`src/design/bcs_pkg.sv`:
```
// Shared constants, types and register map of the buck control sequencer
package bcs_pkg;

	// Clock rate
	localparam int CLK_MHZ = 250;
	localparam int CLK_KHZ = 250000;

	// Printed times in their own units
	localparam real T_INIT_MAX_MS = 2.6;
	localparam real T_SOFT_START_MS = 1.0;
	localparam real T_SHORT_MS = 3.0;
	localparam real T_RESTART_S = 1.0;
	localparam int T_TON_MIN_HF_NS = 78;
	localparam int T_TON_MIN_LF_NS = 308;

	// Derived cycle counts (longest rounds down, least rounds up)
	localparam int INIT_CYC = int'($floor(T_INIT_MAX_MS * CLK_KHZ));
	localparam int SOFT_START_CYC = int'($floor(T_SOFT_START_MS * CLK_KHZ));
	localparam int SHORT_CYC = int'($floor(T_SHORT_MS * CLK_KHZ));
	localparam int RESTART_CYC = int'($floor(T_RESTART_S * CLK_KHZ * 1000.0));
	localparam int TON_HF_CYC = (T_TON_MIN_HF_NS * CLK_MHZ + 999) / 1000;
	localparam int TON_LF_CYC = (T_TON_MIN_LF_NS * CLK_MHZ + 999) / 1000;

	// Field widths
	localparam int TIMER_W = 28;
	localparam int SHORT_W = 20;
	localparam int PER_W = 12;
	localparam int BLANK_W = 7;
	localparam int REF_W = 8;
	localparam logic [REF_W-1:0] REF_FULL = 8'hFF;

	// Register byte offsets
	localparam logic [11:0] OFF_CTRL = 12'h000;
	localparam logic [11:0] OFF_PERIOD = 12'h004;
	localparam logic [11:0] OFF_STATUS = 12'h008;
	localparam logic [11:0] OFF_MASK = 12'h00C;
	localparam logic [11:0] OFF_STATE = 12'h010;

	// Reset values
	localparam logic CTRL_HF_RST = 1'b1;
	localparam logic [PER_W-1:0] PERIOD_RST = 12'h072;
	localparam logic [7:0] MASK_RST = 8'h00;

	// Status and mask bit positions
	localparam int EV_STARTED = 0;
	localparam int EV_OVERCUR = 1;
	localparam int EV_OVERLOAD = 2;
	localparam int EV_SHORT = 3;
	localparam int EV_INPUT_UV = 4;
	localparam int EV_THERMAL = 5;
	localparam int EV_FULL_DUTY = 6;
	localparam int EV_SKIP = 7;

	// Sequencer states
	typedef enum logic [6:0] {
		BCS_OFF        = 7'h01,
		BCS_INIT       = 7'h02,
		BCS_SOFT_START = 7'h04,
		BCS_RUN        = 7'h08,
		BCS_SHORT_WAIT = 7'h10,
		BCS_THERM_COOL = 7'h20,
		BCS_THERM_WAIT = 7'h40
	} bcs_state_t;

	// Analog comparator inputs
	typedef struct packed {
		logic input_startup_threshold;
		logic input_shutdown_threshold;
		logic peak_overcurrent_limit;
		logic overload_current_limit;
		logic output_undervoltage;
		logic temp_shutdown;
		logic temp_cooled;
		logic pwm_trip;
		logic input_near_output;
	} bcs_sense_t;

	// Whole module state
	typedef struct packed {
		bcs_state_t         st;
		logic [TIMER_W-1:0] timer;
		logic [SHORT_W-1:0] short_cnt;
		logic [PER_W-1:0]   cyc_cnt;
		logic [BLANK_W-1:0] blank;
		logic               hs_on;
		logic               ls_on;
		logic               discharge;
		logic               supervise_en;
		logic               ol_block;
		logic               full_duty;
		logic [REF_W-1:0]   ref_level;
		logic               cfg_hf;
		logic [PER_W-1:0]   cfg_period;
		logic               act_hf;
		logic [PER_W-1:0]   act_period;
		logic [7:0]         status;
		logic [7:0]         mask;
		logic               irq;
		logic               pready;
		logic               pslverr;
		logic [31:0]        prdata;
	} bcs_regs_t;

endpackage

```
`src/design/bcs_sequencer.sv`:
```
// Control sequencer of the step-down regulator with APB registers
`timescale 1ns/100ps

// Contract
// Enable high above startup threshold starts up
// Init latches frequency, supervision, then ramps reference
// Initialization lasts at most 2.6 ms
// Soft-start ramp takes about 1 ms
// Enable low turns on switch node discharge
// Peak overcurrent after blanking ends high side pulse
// Low side overload blocks next high side pulses
// Overload with undervoltage for 3 ms shuts down
// Short-circuit shutdown restarts after 1 s
// Input undervoltage shuts the regulator down
// Thermal shutdown turns the device off
// Cooled plus 1 s wait restarts with soft-start
// Input near output holds high side on
// Too short off-times skip switching cycles
// Minimum on-time 78 ns high, 308 ns low range
// Blanking sets minimum on-time and marks PFM; no PFM mark is kept
// Every shutdown forces both switches off first
// Every restart passes init and soft-start again
module bcs_sequencer
	import bcs_pkg::*;
#(
	parameter int ADDR_W         = 12,
	parameter int INIT_CYCLES    = INIT_CYC,
	parameter int SS_CYCLES      = SOFT_START_CYC,
	parameter int SHORT_CYCLES   = SHORT_CYC,
	parameter int RESTART_CYCLES = RESTART_CYC
) (
	input  wire logic              clk,
	input  wire logic              reset,
	input  wire logic              enable,
	input  wire bcs_sense_t        sense,
	output logic                   hs_switch_on,
	output logic                   ls_switch_on,
	output logic                   switch_node_discharge,
	output logic                   supervise_en,
	output logic                   freq_high_range,
	output logic [PER_W-1:0]       switch_period,
	output logic [REF_W-1:0]       ref_level,
	output logic                   irq,
	input  wire logic              psel,
	input  wire logic              penable,
	input  wire logic              pwrite,
	input  wire logic [ADDR_W-1:0] paddr,
	input  wire logic [31:0]       pwdata,
	output logic                   pready,
	output logic [31:0]            prdata,
	output logic                   pslverr
);

	// Soft-start step length per reference code
	localparam int SS_STEP = (SS_CYCLES / 255 > 0) ? SS_CYCLES / 255 : 1;

	bcs_regs_t r;
	bcs_regs_t n;
	logic      cyc_pulse;
	logic      regulating;
	logic      trip;
	logic      rd_status_fire;
	logic [7:0] ev;
	logic [BLANK_W-1:0] ton_min;
	logic [11:0] addr;

	// Switching cycle start pulse and per-range on-time
	assign cyc_pulse = (r.cyc_cnt == '0);
	assign regulating = (r.st == BCS_SOFT_START) || (r.st == BCS_RUN);
	assign ton_min = r.act_hf ? BLANK_W'(TON_HF_CYC) : BLANK_W'(TON_LF_CYC);
	assign trip = sense.peak_overcurrent_limit || (sense.pwm_trip && !sense.input_near_output);
	assign addr = 12'(paddr);
	assign rd_status_fire = psel && penable && r.pready && !pwrite && (addr == OFF_STATUS);

	// Next state of everything
	always_comb begin
		n = r;
		ev = 8'h00;
		n.pready = 1'b0;
		n.pslverr = 1'b0;

		// APB: answer one cycle into the access phase
		if (psel && penable && !r.pready) begin
			n.pready = 1'b1;
			n.prdata = 32'h0000_0000;
			unique case (addr)
				OFF_CTRL:   n.prdata = {31'h0, r.cfg_hf};
				OFF_PERIOD: n.prdata = {20'h0_0000, r.cfg_period};
				OFF_STATUS: n.prdata = {24'h00_0000, r.status};
				OFF_MASK:   n.prdata = {24'h00_0000, r.mask};
				OFF_STATE:  n.prdata = {13'h0000, r.ls_on, r.hs_on, r.discharge,
					r.ref_level, 1'b0, r.st};
				default:    n.pslverr = 1'b1;
			endcase
		end
		if (psel && penable && r.pready && pwrite) begin
			unique case (addr)
				OFF_CTRL:   n.cfg_hf = pwdata[0];
				OFF_PERIOD: n.cfg_period = pwdata[PER_W-1:0];
				OFF_MASK:   n.mask = pwdata[7:0];
				default:    n.mask = r.mask;
			endcase
		end

		// Switching clock divider
		if (r.cyc_cnt >= r.act_period - 12'h001) begin
			n.cyc_cnt = '0;
		end else begin
			n.cyc_cnt = r.cyc_cnt + 12'h001;
		end

		// Discharge is the inverted enable pin, registered one cycle later
		n.discharge = !enable;

		// Sequencer, shutdown causes first
		if (sense.input_shutdown_threshold) begin
			if (r.st != BCS_OFF) begin
				ev[EV_INPUT_UV] = 1'b1;
			end
			n.st = BCS_OFF;
		end else if (sense.temp_shutdown && (r.st != BCS_THERM_COOL)) begin
			if (r.st != BCS_THERM_WAIT) begin
				ev[EV_THERMAL] = 1'b1;
			end
			n.st = BCS_THERM_COOL;
		end else if (!enable && (regulating || (r.st == BCS_INIT))) begin
			n.st = BCS_OFF;
		end else begin
			unique case (r.st)
				BCS_OFF: begin
					if (enable && sense.input_startup_threshold) begin
						n.st = BCS_INIT;
						n.timer = '0;
					end
				end
				BCS_INIT: begin
					// Take configuration on the first init cycle
					if (r.timer == '0) begin
						n.act_hf = r.cfg_hf;
						n.act_period = r.cfg_period;
						n.supervise_en = 1'b1;
					end
					n.timer = r.timer + 28'h000_0001;
					// Leave one cycle early: the step out of OFF counts toward the limit
					if (r.timer >= TIMER_W'(INIT_CYCLES - 2)) begin
						n.st = BCS_SOFT_START;
						n.timer = '0;
						n.ref_level = '0;
					end
				end
				BCS_SOFT_START, BCS_RUN: begin
					// Reference ramp, one code per step
					if (r.st == BCS_SOFT_START) begin
						n.timer = r.timer + 28'h000_0001;
						if (r.timer >= TIMER_W'(SS_STEP - 1)) begin
							n.timer = '0;
							n.ref_level = r.ref_level + 8'h01;
							if (r.ref_level == REF_FULL - 8'h01) begin
								n.st = BCS_RUN;
								ev[EV_STARTED] = 1'b1;
							end
						end
					end
					// Short circuit: overload and undervoltage together
					if (r.ol_block && sense.output_undervoltage) begin
						n.short_cnt = r.short_cnt + 20'h0_0001;
						if (r.short_cnt >= SHORT_W'(SHORT_CYCLES - 1)) begin
							n.st = BCS_SHORT_WAIT;
							n.timer = '0;
							ev[EV_SHORT] = 1'b1;
						end
					end else begin
						n.short_cnt = '0;
					end
				end
				BCS_SHORT_WAIT: begin
					n.timer = r.timer + 28'h000_0001;
					if (r.timer >= TIMER_W'(RESTART_CYCLES - 1)) begin
						n.st = BCS_INIT;
						n.timer = '0;
					end
				end
				BCS_THERM_COOL: begin
					if (sense.temp_cooled && !sense.temp_shutdown) begin
						n.st = BCS_THERM_WAIT;
						n.timer = '0;
					end
				end
				BCS_THERM_WAIT: begin
					n.timer = r.timer + 28'h000_0001;
					if (r.timer >= TIMER_W'(RESTART_CYCLES - 1)) begin
						n.st = BCS_INIT;
						n.timer = '0;
					end
				end
			endcase
		end

		// Power stage drive
		if (regulating && ((n.st == BCS_SOFT_START) || (n.st == BCS_RUN))) begin
			if (cyc_pulse) begin
				if (r.ol_block) begin
					n.hs_on = 1'b0;
					n.ls_on = 1'b1;
					n.ol_block = 1'b0;
				end else if (sense.input_near_output) begin
					n.hs_on = 1'b1;
					n.ls_on = 1'b0;
					if (!r.full_duty) begin
						ev[EV_FULL_DUTY] = 1'b1;
					end
					n.full_duty = 1'b1;
				end else if (r.hs_on && r.blank == '0) begin
					// No off-time reached: skip this cycle's off phase
					ev[EV_SKIP] = 1'b1;
					n.full_duty = 1'b0;
				end else begin
					n.hs_on = 1'b1;
					n.ls_on = 1'b0;
					// Load one less so the pulse lasts exactly the minimum
					n.blank = ton_min - 7'h01;
					n.full_duty = 1'b0;
				end
			end else if (r.hs_on && r.blank != '0) begin
				n.blank = r.blank - 7'h01;
			end else if (r.hs_on && trip) begin
				n.hs_on = 1'b0;
				n.ls_on = 1'b1;
				if (sense.peak_overcurrent_limit) begin
					ev[EV_OVERCUR] = 1'b1;
				end
			end
			if (r.ls_on && sense.overload_current_limit) begin
				n.ol_block = 1'b1;
				ev[EV_OVERLOAD] = 1'b1;
			end
		end else begin
			n.hs_on = 1'b0;
			n.ls_on = 1'b0;
			n.ol_block = 1'b0;
			n.blank = '0;
			n.full_duty = 1'b0;
		end

		// Leaving regulation drops reference and supervision
		if ((n.st != BCS_SOFT_START) && (n.st != BCS_RUN) && (n.st != BCS_INIT)) begin
			n.ref_level = '0;
			n.supervise_en = 1'b0;
			n.short_cnt = '0;
		end

		// Sticky events, a new event wins over the read clear
		n.status = (r.status & ~(rd_status_fire ? r.prdata[7:0] : 8'h00)) | ev;
		n.irq = |(n.status & n.mask);
	end

	// State register
	always_ff @(posedge clk) begin
		if (reset) begin
			r <= '0;
			r.st <= BCS_OFF;
			r.cfg_hf <= CTRL_HF_RST;
			r.cfg_period <= PERIOD_RST;
			r.act_hf <= CTRL_HF_RST;
			r.act_period <= PERIOD_RST;
			r.mask <= MASK_RST;
		end else begin
			r <= n;
		end
	end

	// Outputs straight from the state register
	assign hs_switch_on = r.hs_on;
	assign ls_switch_on = r.ls_on;
	assign switch_node_discharge = r.discharge;
	assign supervise_en = r.supervise_en;
	assign freq_high_range = r.act_hf;
	assign switch_period = r.act_period;
	assign ref_level = r.ref_level;
	assign irq = r.irq;
	assign pready = r.pready;
	assign prdata = r.prdata;
	assign pslverr = r.pslverr;
endmodule

```
`config.mk`:
```
export PLATFORM = sky130hd
export DESIGN_NAME = bcs_sequencer
export DESIGN_NICKNAME = d
export VERILOG_FILES = /design/src/design/bcs_pkg.sv /design/src/design/bcs_sequencer.sv
export SDC_FILE = /design/constraint.sdc
export NUM_CORES = 1
export LEC_CHECK = 0
export ABC_AREA = 1
export BUFFER_PORTS_ARGS = -buffer_cell sky130_fd_sc_hd__buf_4
export CAP_MARGIN = 0
export CORE_UTILIZATION = 40
export CTS_CLUSTER_DIAMETER = 40
export DETAILED_ROUTE_END_ITERATION = 10
export GPL_ROUTABILITY_DRIVEN = 0
export PLACE_DENSITY_LB_ADDON = 0.15
export SLEW_MARGIN = 15
export SYNTH_ARGS = -nofsm -noshare
export SYNTH_HDL_FRONTEND = slang
export SYNTH_SLANG_ARGS = --single-unit
```
`constraint.sdc`:
```
create_clock -name clk -period 2.65 [get_ports clk]
set_input_delay 0.3975 -clock clk [delete_from_list [all_inputs] [get_ports clk]]
set_output_delay 0.3975 -clock clk [all_outputs]
set_load 0.02 [all_outputs]
```
==> results of run 1 <==
cell families after synthesis:
logic type	after synthesis
AO/OA/AOI/OAI	229
buffers and inverters	260
other	1
flip-flops	152
adder cells (fa/ha/maj)	22
AND/OR/NAND/NOR	601
XOR/XNOR	56
power by group through the flow:
stage | clock network, mW | registers [mW] | logic (mW)
after floorplan | 0 | 2.36 | 0.223
after global placement | 0 | 2.37 | 0.332
after detailed placement | 0 | 2.37 | 0.334
after CTS | 2.73 | 2.32 | 0.336
after global routing | 2.82 | 2.32 | 0.390
final | 2.68 | 2.32 | 0.353
placed cells by master (no fill, tap or decap), types with 20 or more instances in the layout:
master and count:
nand2_1 243, inv_1 155, buf_4 153, dfxtp_1 135, nor2_1 133, a21oi_1 80, o21ai_0 73, nand3_1 61
xor2_1 44, nor3_1 34, nor3_2 26, ha_1 21, nor4_1 20, o22ai_1 20
state kept, by name (all words and copies together) (netlist names):
name and count:
switch_node_discharge 1, switch_period 12, pready 1, ref_level 8, ls_switch_on 1, hs_switch_on 1
freq_high_range 1, irq 1, prdata 19, r 105, supervise_en 1, pslverr 1
worst paths after layout:
check                          end  cells after the start
max                         r[124]                     14
max reg2reg                 r[124]                     14
min          switch_node_discharge                      2
min reg2reg                  r[98]                      1
per-stage QoR:
step | hold WS, ps | area [um^2] | std cells
after floorplan | 417 | 9140 | 1333
after global placement | 428 | 10000 | 1662
after detailed placement | 439 | 10000 | 1662
after CTS | 170 | 10700 | 1693
after global routing | 172 | 11100 | 1707
final | 183 | 11100 | 1707
cell type report:
class / count / area share
Tap cell: 280 / 0.0316
Clock inverter: 11 / 0.0176
Multi-Input combinational cell: 921 / 0.469
Inverter: 165 / 0.0563
Timing Repair Buffer: 158 / 0.109
Sequential cell: 152 / 0.276
Clock buffer: 20 / 0.0402
routing by layer:
metal  vias up  part of all wire  track usage
li1       4471                 -            -
met1      4018              0.45        0.278
met2       190              0.48        0.369
met3        29             0.047       0.0456
met4         0             0.020       0.0611
met5         -                 0            0
timing repair:
item	4_1_cts	5_1_grt
resized for setup	0	94
setup endpoints to repair	0	69
buffers inserted	0	13
hold buffers	0	0
==> run_results.csv, run 1 <==
group,metric,value,unit
status,violations,"DRC",
cells_and_area,fillers,2256,
synthesis,syn_inst,1321,
sta,worst_pin_slew,710,ps
clocking,clockBufferDepth,2,
worst_hold_path,hp-class,"in2reg",
sta,rsz0062_at_grt,"true",
synthesis,synthFlopType,"dfxtp_1",
cells_and_area,antenna_cells,0,
routing,routed-via-count,8708,
run,max_cap_violations,0,
global_routing,grt_pass1_vias,8017,
global_routing,antenna_found_initial,0,
sta,fmax,0.398,GHz
floorplan,die_area,0.0234,mm^2
critical_path,cp_cell_sequence,"nor2_4 > nand2_4 > nor3_4 > nor2_4 > nor2_4 > nand2_4 > nor2_8 > nand4_4 > nor3_4 > nand2_2 > nor4_4 > buf_4 > xor2_2 > nor3_2",
synthesis,synth_xor_xnor_area_share,0.0539,
synthesis,synth_adder_area_share,0.0303,
routing,post_drt_wl_per_cell,15.1,um
placement,post-dp-hpwl,19.2,mm
critical_path,end_kind,"register",
global_routing,grt_max_degree,39,
sta,setup_slack,135,ps
floorplan,chipHeight,153,um
critical_path,r2r_slack,140,ps
synthesis,yosysSeqAreaShare,0.334,
placement,dp_slack,15.8,ps
global_routing,track_usage,0.217,
clocking,cts_max_level,4,
sta,maxSlewHeadroom,0.526,
pwr,p_leak,4.50,nW
synthesis,synth_compound_area_frac,0.146,
synthesis,synth_area_leaders,"dfxtp_1, nand2_1, inv_1, nor2_1, a21oi_1",
critical_path,startpoint_type,"register",
pwr,pwr-share-comb,0.066,
sta,fin_crit,2510,ps
pwr,clockPowerShare,0.501,
cells_and_area,multi_input_area,0.00521,mm^2
synthesis,syn_avg_cell_area,6.89,um^2
sta,finalHoldViolCount,0,
pwr,seqPwrFrac,0.433,
routing,wirelength,25.7,mm
routing,drt_first_iter_violations,518,
routing,drc_errors,10,
synthesis,ys.warnings.count,0,
pwr,switching_power,1.22,mW
pwr,power,5.35,mW
synthesis,yosysTopAreaCell,"dfxtp_1",
critical_path,r2r-start,"r[160]",
sta,setup_violations,0,
sta,setup_tns,0,ps
synthesis,async_reset_ff_frac,0,
clocking,clock_latency,420,ps
critical_path,crit_arrival,2820,ps
critical_path,slowest_stage,"dfxtp_4",
critical_path,worstPathRequired,2950,ps
critical_path,crit_top_cell,"nor2_4",
cells_and_area,final_core_util,0.502,
floorplan,num_io_pins,119,
synthesis,synth.top_cells.by_count,"nand2_1, inv_1, dfxtp_1",
pwr,swShare,0.228,
clocking,cts.clk_slew.worst_paths,60,ps
global_routing,grt_overflow,0,
clocking,numClockSinks,152,
pwr,power_density,482,mW/mm^2
sta,finalMaxSlewViolations,0,
routing,ant_nets,0,
pwr,ir_drop,282,uV
clocking,cts_inserted_buffers,17,
critical_path,cpLargestDelayFamily,"simple AND/OR/NAND/NOR gates",
pwr,power.internal,4.13,mW
critical_path,slowest_delay,370,ps
worst_hold_path,min_from,"enable",
synthesis,yosys.area.top_type_share,0.334,
placement,port_buffers,85,
global_routing,grt_pass1_wl,40.5,mm
synthesis,synth-simple-area-share,0.303,
critical_path,path_max_fanout,6,
cells_and_area,synthToLayoutAreaGrowth,22.0,%
cells_and_area,layout-drive-gt1-share,0.219,
synthesis,muxShareOfSynthArea,0,
synthesis,synth_edf_count,0,
sta,finalCritPeriodShare,0.949,
floorplan,rows,54,
clocking,cts_tree,"done",
floorplan,die_x,153,um
sta,fin_skew,7.69,ps
synthesis,yosysMostFrequentCell,"nand2_1",
synthesis,synth_top_family_by_area,"simple AND/OR/NAND/NOR gates",
floorplan,core_area,0.0221,mm^2
synthesis,synth_cell_types,54,
cells_and_area,layout.nets,1496,
floorplan,start_util,0.412,
routing,drt-pass1-iter-count,8,
synthesis,ys_seq_elements,152,
critical_path,crit_start,"r[160]",
status,status,"complete, but fails checks",
routing,vias_per_cell,5.10,
cells_and_area,seq_area,0.00307,mm^2
critical_path,worstSetupPathType,"reg2reg",
clocking,root_buffer,"clkbuf_16",
synthesis,synth_area,0.00910,mm^2
critical_path,path_buf_inv,1,
(Power assumes the default switching activity.)
==> run 2: changes to the inputs <==
--- a/config.mk
+++ b/config.mk
@@ -7,8 +7,9 @@
 export LEC_CHECK = 0
 export ABC_AREA = 1
 export BUFFER_PORTS_ARGS = -buffer_cell sky130_fd_sc_hd__buf_4
-export CAP_MARGIN = 0
-export CORE_UTILIZATION = 40
+export CELL_PAD_IN_SITES_DETAIL_PLACEMENT = 1
+export CELL_PAD_IN_SITES_GLOBAL_PLACEMENT = 2
+export CORE_UTILIZATION = 33
 export CTS_CLUSTER_DIAMETER = 40
 export DETAILED_ROUTE_END_ITERATION = 10
 export GPL_ROUTABILITY_DRIVEN = 0
==> run 2 against run 1 <==
  * The run now ends clean
  * Critical path depth up 2
  * Design area increased by 3.8%
  * Worst hold slack better by 23 ps
  * Cell count increased by 5.8%
  * Sequential power barely moved
  * Sequential share of layout area down 1.0 points
  * Critical path type unchanged
==> run_results.csv, run 2 (synthesis results as in run 1) <==
group,metric,value,unit
routing,drc_errors,0,
critical_path,worstSetupPathType,"reg2reg",
routing,drt_first_iter_violations,428,
pwr,p_leak,4.68,nW
routing,ant_nets,0,
sta,finalMaxSlewViolations,0,
floorplan,start_util,0.337,
sta,maxSlewHeadroom,0.631,
sta,finalCritPeriodShare,0.938,
routing,wirelength,30.8,mm
clocking,clock_latency,430,ps
cells_and_area,antenna_cells,0,
cells_and_area,final_common_cell,"nand2_1",
placement,dp_slack,9.62,ps
pwr,power,5.31,mW
clocking,numClockSinks,152,
clocking,cts_max_level,4,
clocking,cts_inserted_buffers,17,
routing,drt-pass1-iter-count,4,
global_routing,grt_max_degree,31,
clocking,cts.clk_slew.worst_paths,60,ps
cells_and_area,fillers,3463,
cells_and_area,final_cell_mix,"nand2_1, buf_4, inv_1",
sta,worst_pin_slew,551,ps
critical_path,startpoint_type,"register",
clocking,cts_tree,"done",
critical_path,slowest_delay,360,ps
sta,finalHoldViolCount,0,
global_routing,track_usage,0.219,
sta,fin_skew,13.0,ps
placement,port_buffers,85,
run,max_cap_violations,0,
status,status,"complete, no violations",
routing,vias_per_cell,5.03,
sta,rsz0062_at_grt,"true",
floorplan,rows,60,
global_routing,antenna_found_initial,0,
sta,setup_violations,0,
critical_path,cpLargestDelayFamily,"simple AND/OR/NAND/NOR gates",
placement,post-dp-hpwl,23.3,mm
global_routing,grt_overflow,0,
sta,fmax,0.402,GHz
cells_and_area,largest_reg_flops,105,
sta,setup_tns,0,ps
sta,fin_crit,2490,ps
sta,setup_slack,164,ps
critical_path,cp_cell_sequence,"buf_6 > nand3_2 > inv_2 > nand3_4 > nor2_4 > nand4_1 > nor3_2 > nand2_1 > nor2_2 > nand3_2 > nor2_4 > nand3_2 > xor2_1 > o21ai_1 > nand2_1 > a21oi_1",
clocking,root_buffer,"clkbuf_16",
pwr,power_density,461,mW/mm^2
cells_and_area,layout-drive-gt1-share,0.250,
critical_path,crit_arrival,2840,ps
floorplan,core_area,0.0270,mm^2
pwr,ir_drop,446,uV
clocking,ctsHoldBuffers,0,
floorplan,die_x,168,um
global_routing,grt_pass1_wl,48.6,mm
worst_hold_path,hp-class,"in2reg",
floorplan,num_io_pins,119,
cells_and_area,layout.nets,1534,
critical_path,slowest_stage,"dfxtp_2",
global_routing,grt_pass1_vias,9193,
critical_path,path_max_fanout,4,
routing,routed-via-count,9089,
cells_and_area,regMostFlops,"r",
critical_path,crit_top_cell,"nand3_2",
critical_path,path_buf_inv,2,
cells_and_area,synthToLayoutAreaGrowth,26.6,%
floorplan,chipHeight,168,um
routing,post_drt_wl_per_cell,17.1,um
critical_path,worstPathRequired,3000,ps
clocking,clockBufferDepth,2,
floorplan,die_area,0.0282,mm^2
critical_path,end_kind,"register",
-- run 2: cell count changes in the layout (fill, tap and decap cells not counted), sizes merged --
cell and change:
clkinv +3, bufinv -2, buf +37
-- run 2: per-layer routing --
metal	up-vias	track usage	routed length (um)	share of wire
met5	-	0	0	0
met4	0	0.0646	669	0.022
met2	128	0.387	15300	0.50
met1	4372	0.272	14100	0.46
met3	31	0.0357	691	0.022
li1	4558	-	-	-
-- run 2: stage by stage --
stage | cells | cell area, um^2 | hold slack (ps) | utilization
floorplan | 1333 | 9140 | 417 | -
finish | 1806 | 11500 | 206 | 0.426
global placement | 1768 | 10400 | 424 | 0.386
detailed placement | 1768 | 10400 | 448 | 0.386
CTS | 1799 | 11100 | 189 | 0.409
global route | 1806 | 11500 | 173 | 0.426
-- run 2: final timing paths --
kind | start | end | slack [ps] | depth (start not counted)
max reg2reg | r[131] | r[157] | 160 | 16
min reg2reg | r[98] | r[98] | 450 | 1
min | enable | switch_node_discharge | 210 | 2
max | r[131] | r[157] | 160 | 16
-- run 2: power by group --
| group | total [mW] | internal, mW | switching [mW] |
|---|---|---|---|
| clock | 2.62 | 1.54 | 1.08 |
| sequential | 2.31 | 2.30 | 0.0140 |
| combinational | 0.373 | 0.135 | 0.238 |
| total | 5.31 | 3.98 | 1.33 |
-- run 2: area by class of cell --
class / instances / area [um^2] / area share
clock buffers: 19 / 453 / 0.0393
clock inverters: 12 / 165 / 0.0143
inverters: 165 / 626 / 0.0543
multi-input cells: 921 / 5270 / 0.458
flip-flops and latches: 152 / 3070 / 0.266
well taps: 341 / 427 / 0.0370
repair buffers: 196 / 1510 / 0.131
-- run 2: what timing repair did --
| item | in CTS | in global routing |
|---|---|---|
| endpoints found under the hold margin | 0 | 0 |
| setup buffers | 0 | 6 |
| pin swaps | 0 | 22 |
| resized for setup | 1 | 109 |
| setup endpoints to repair | 1 | 79 |
| cloned | 0 | 1 |
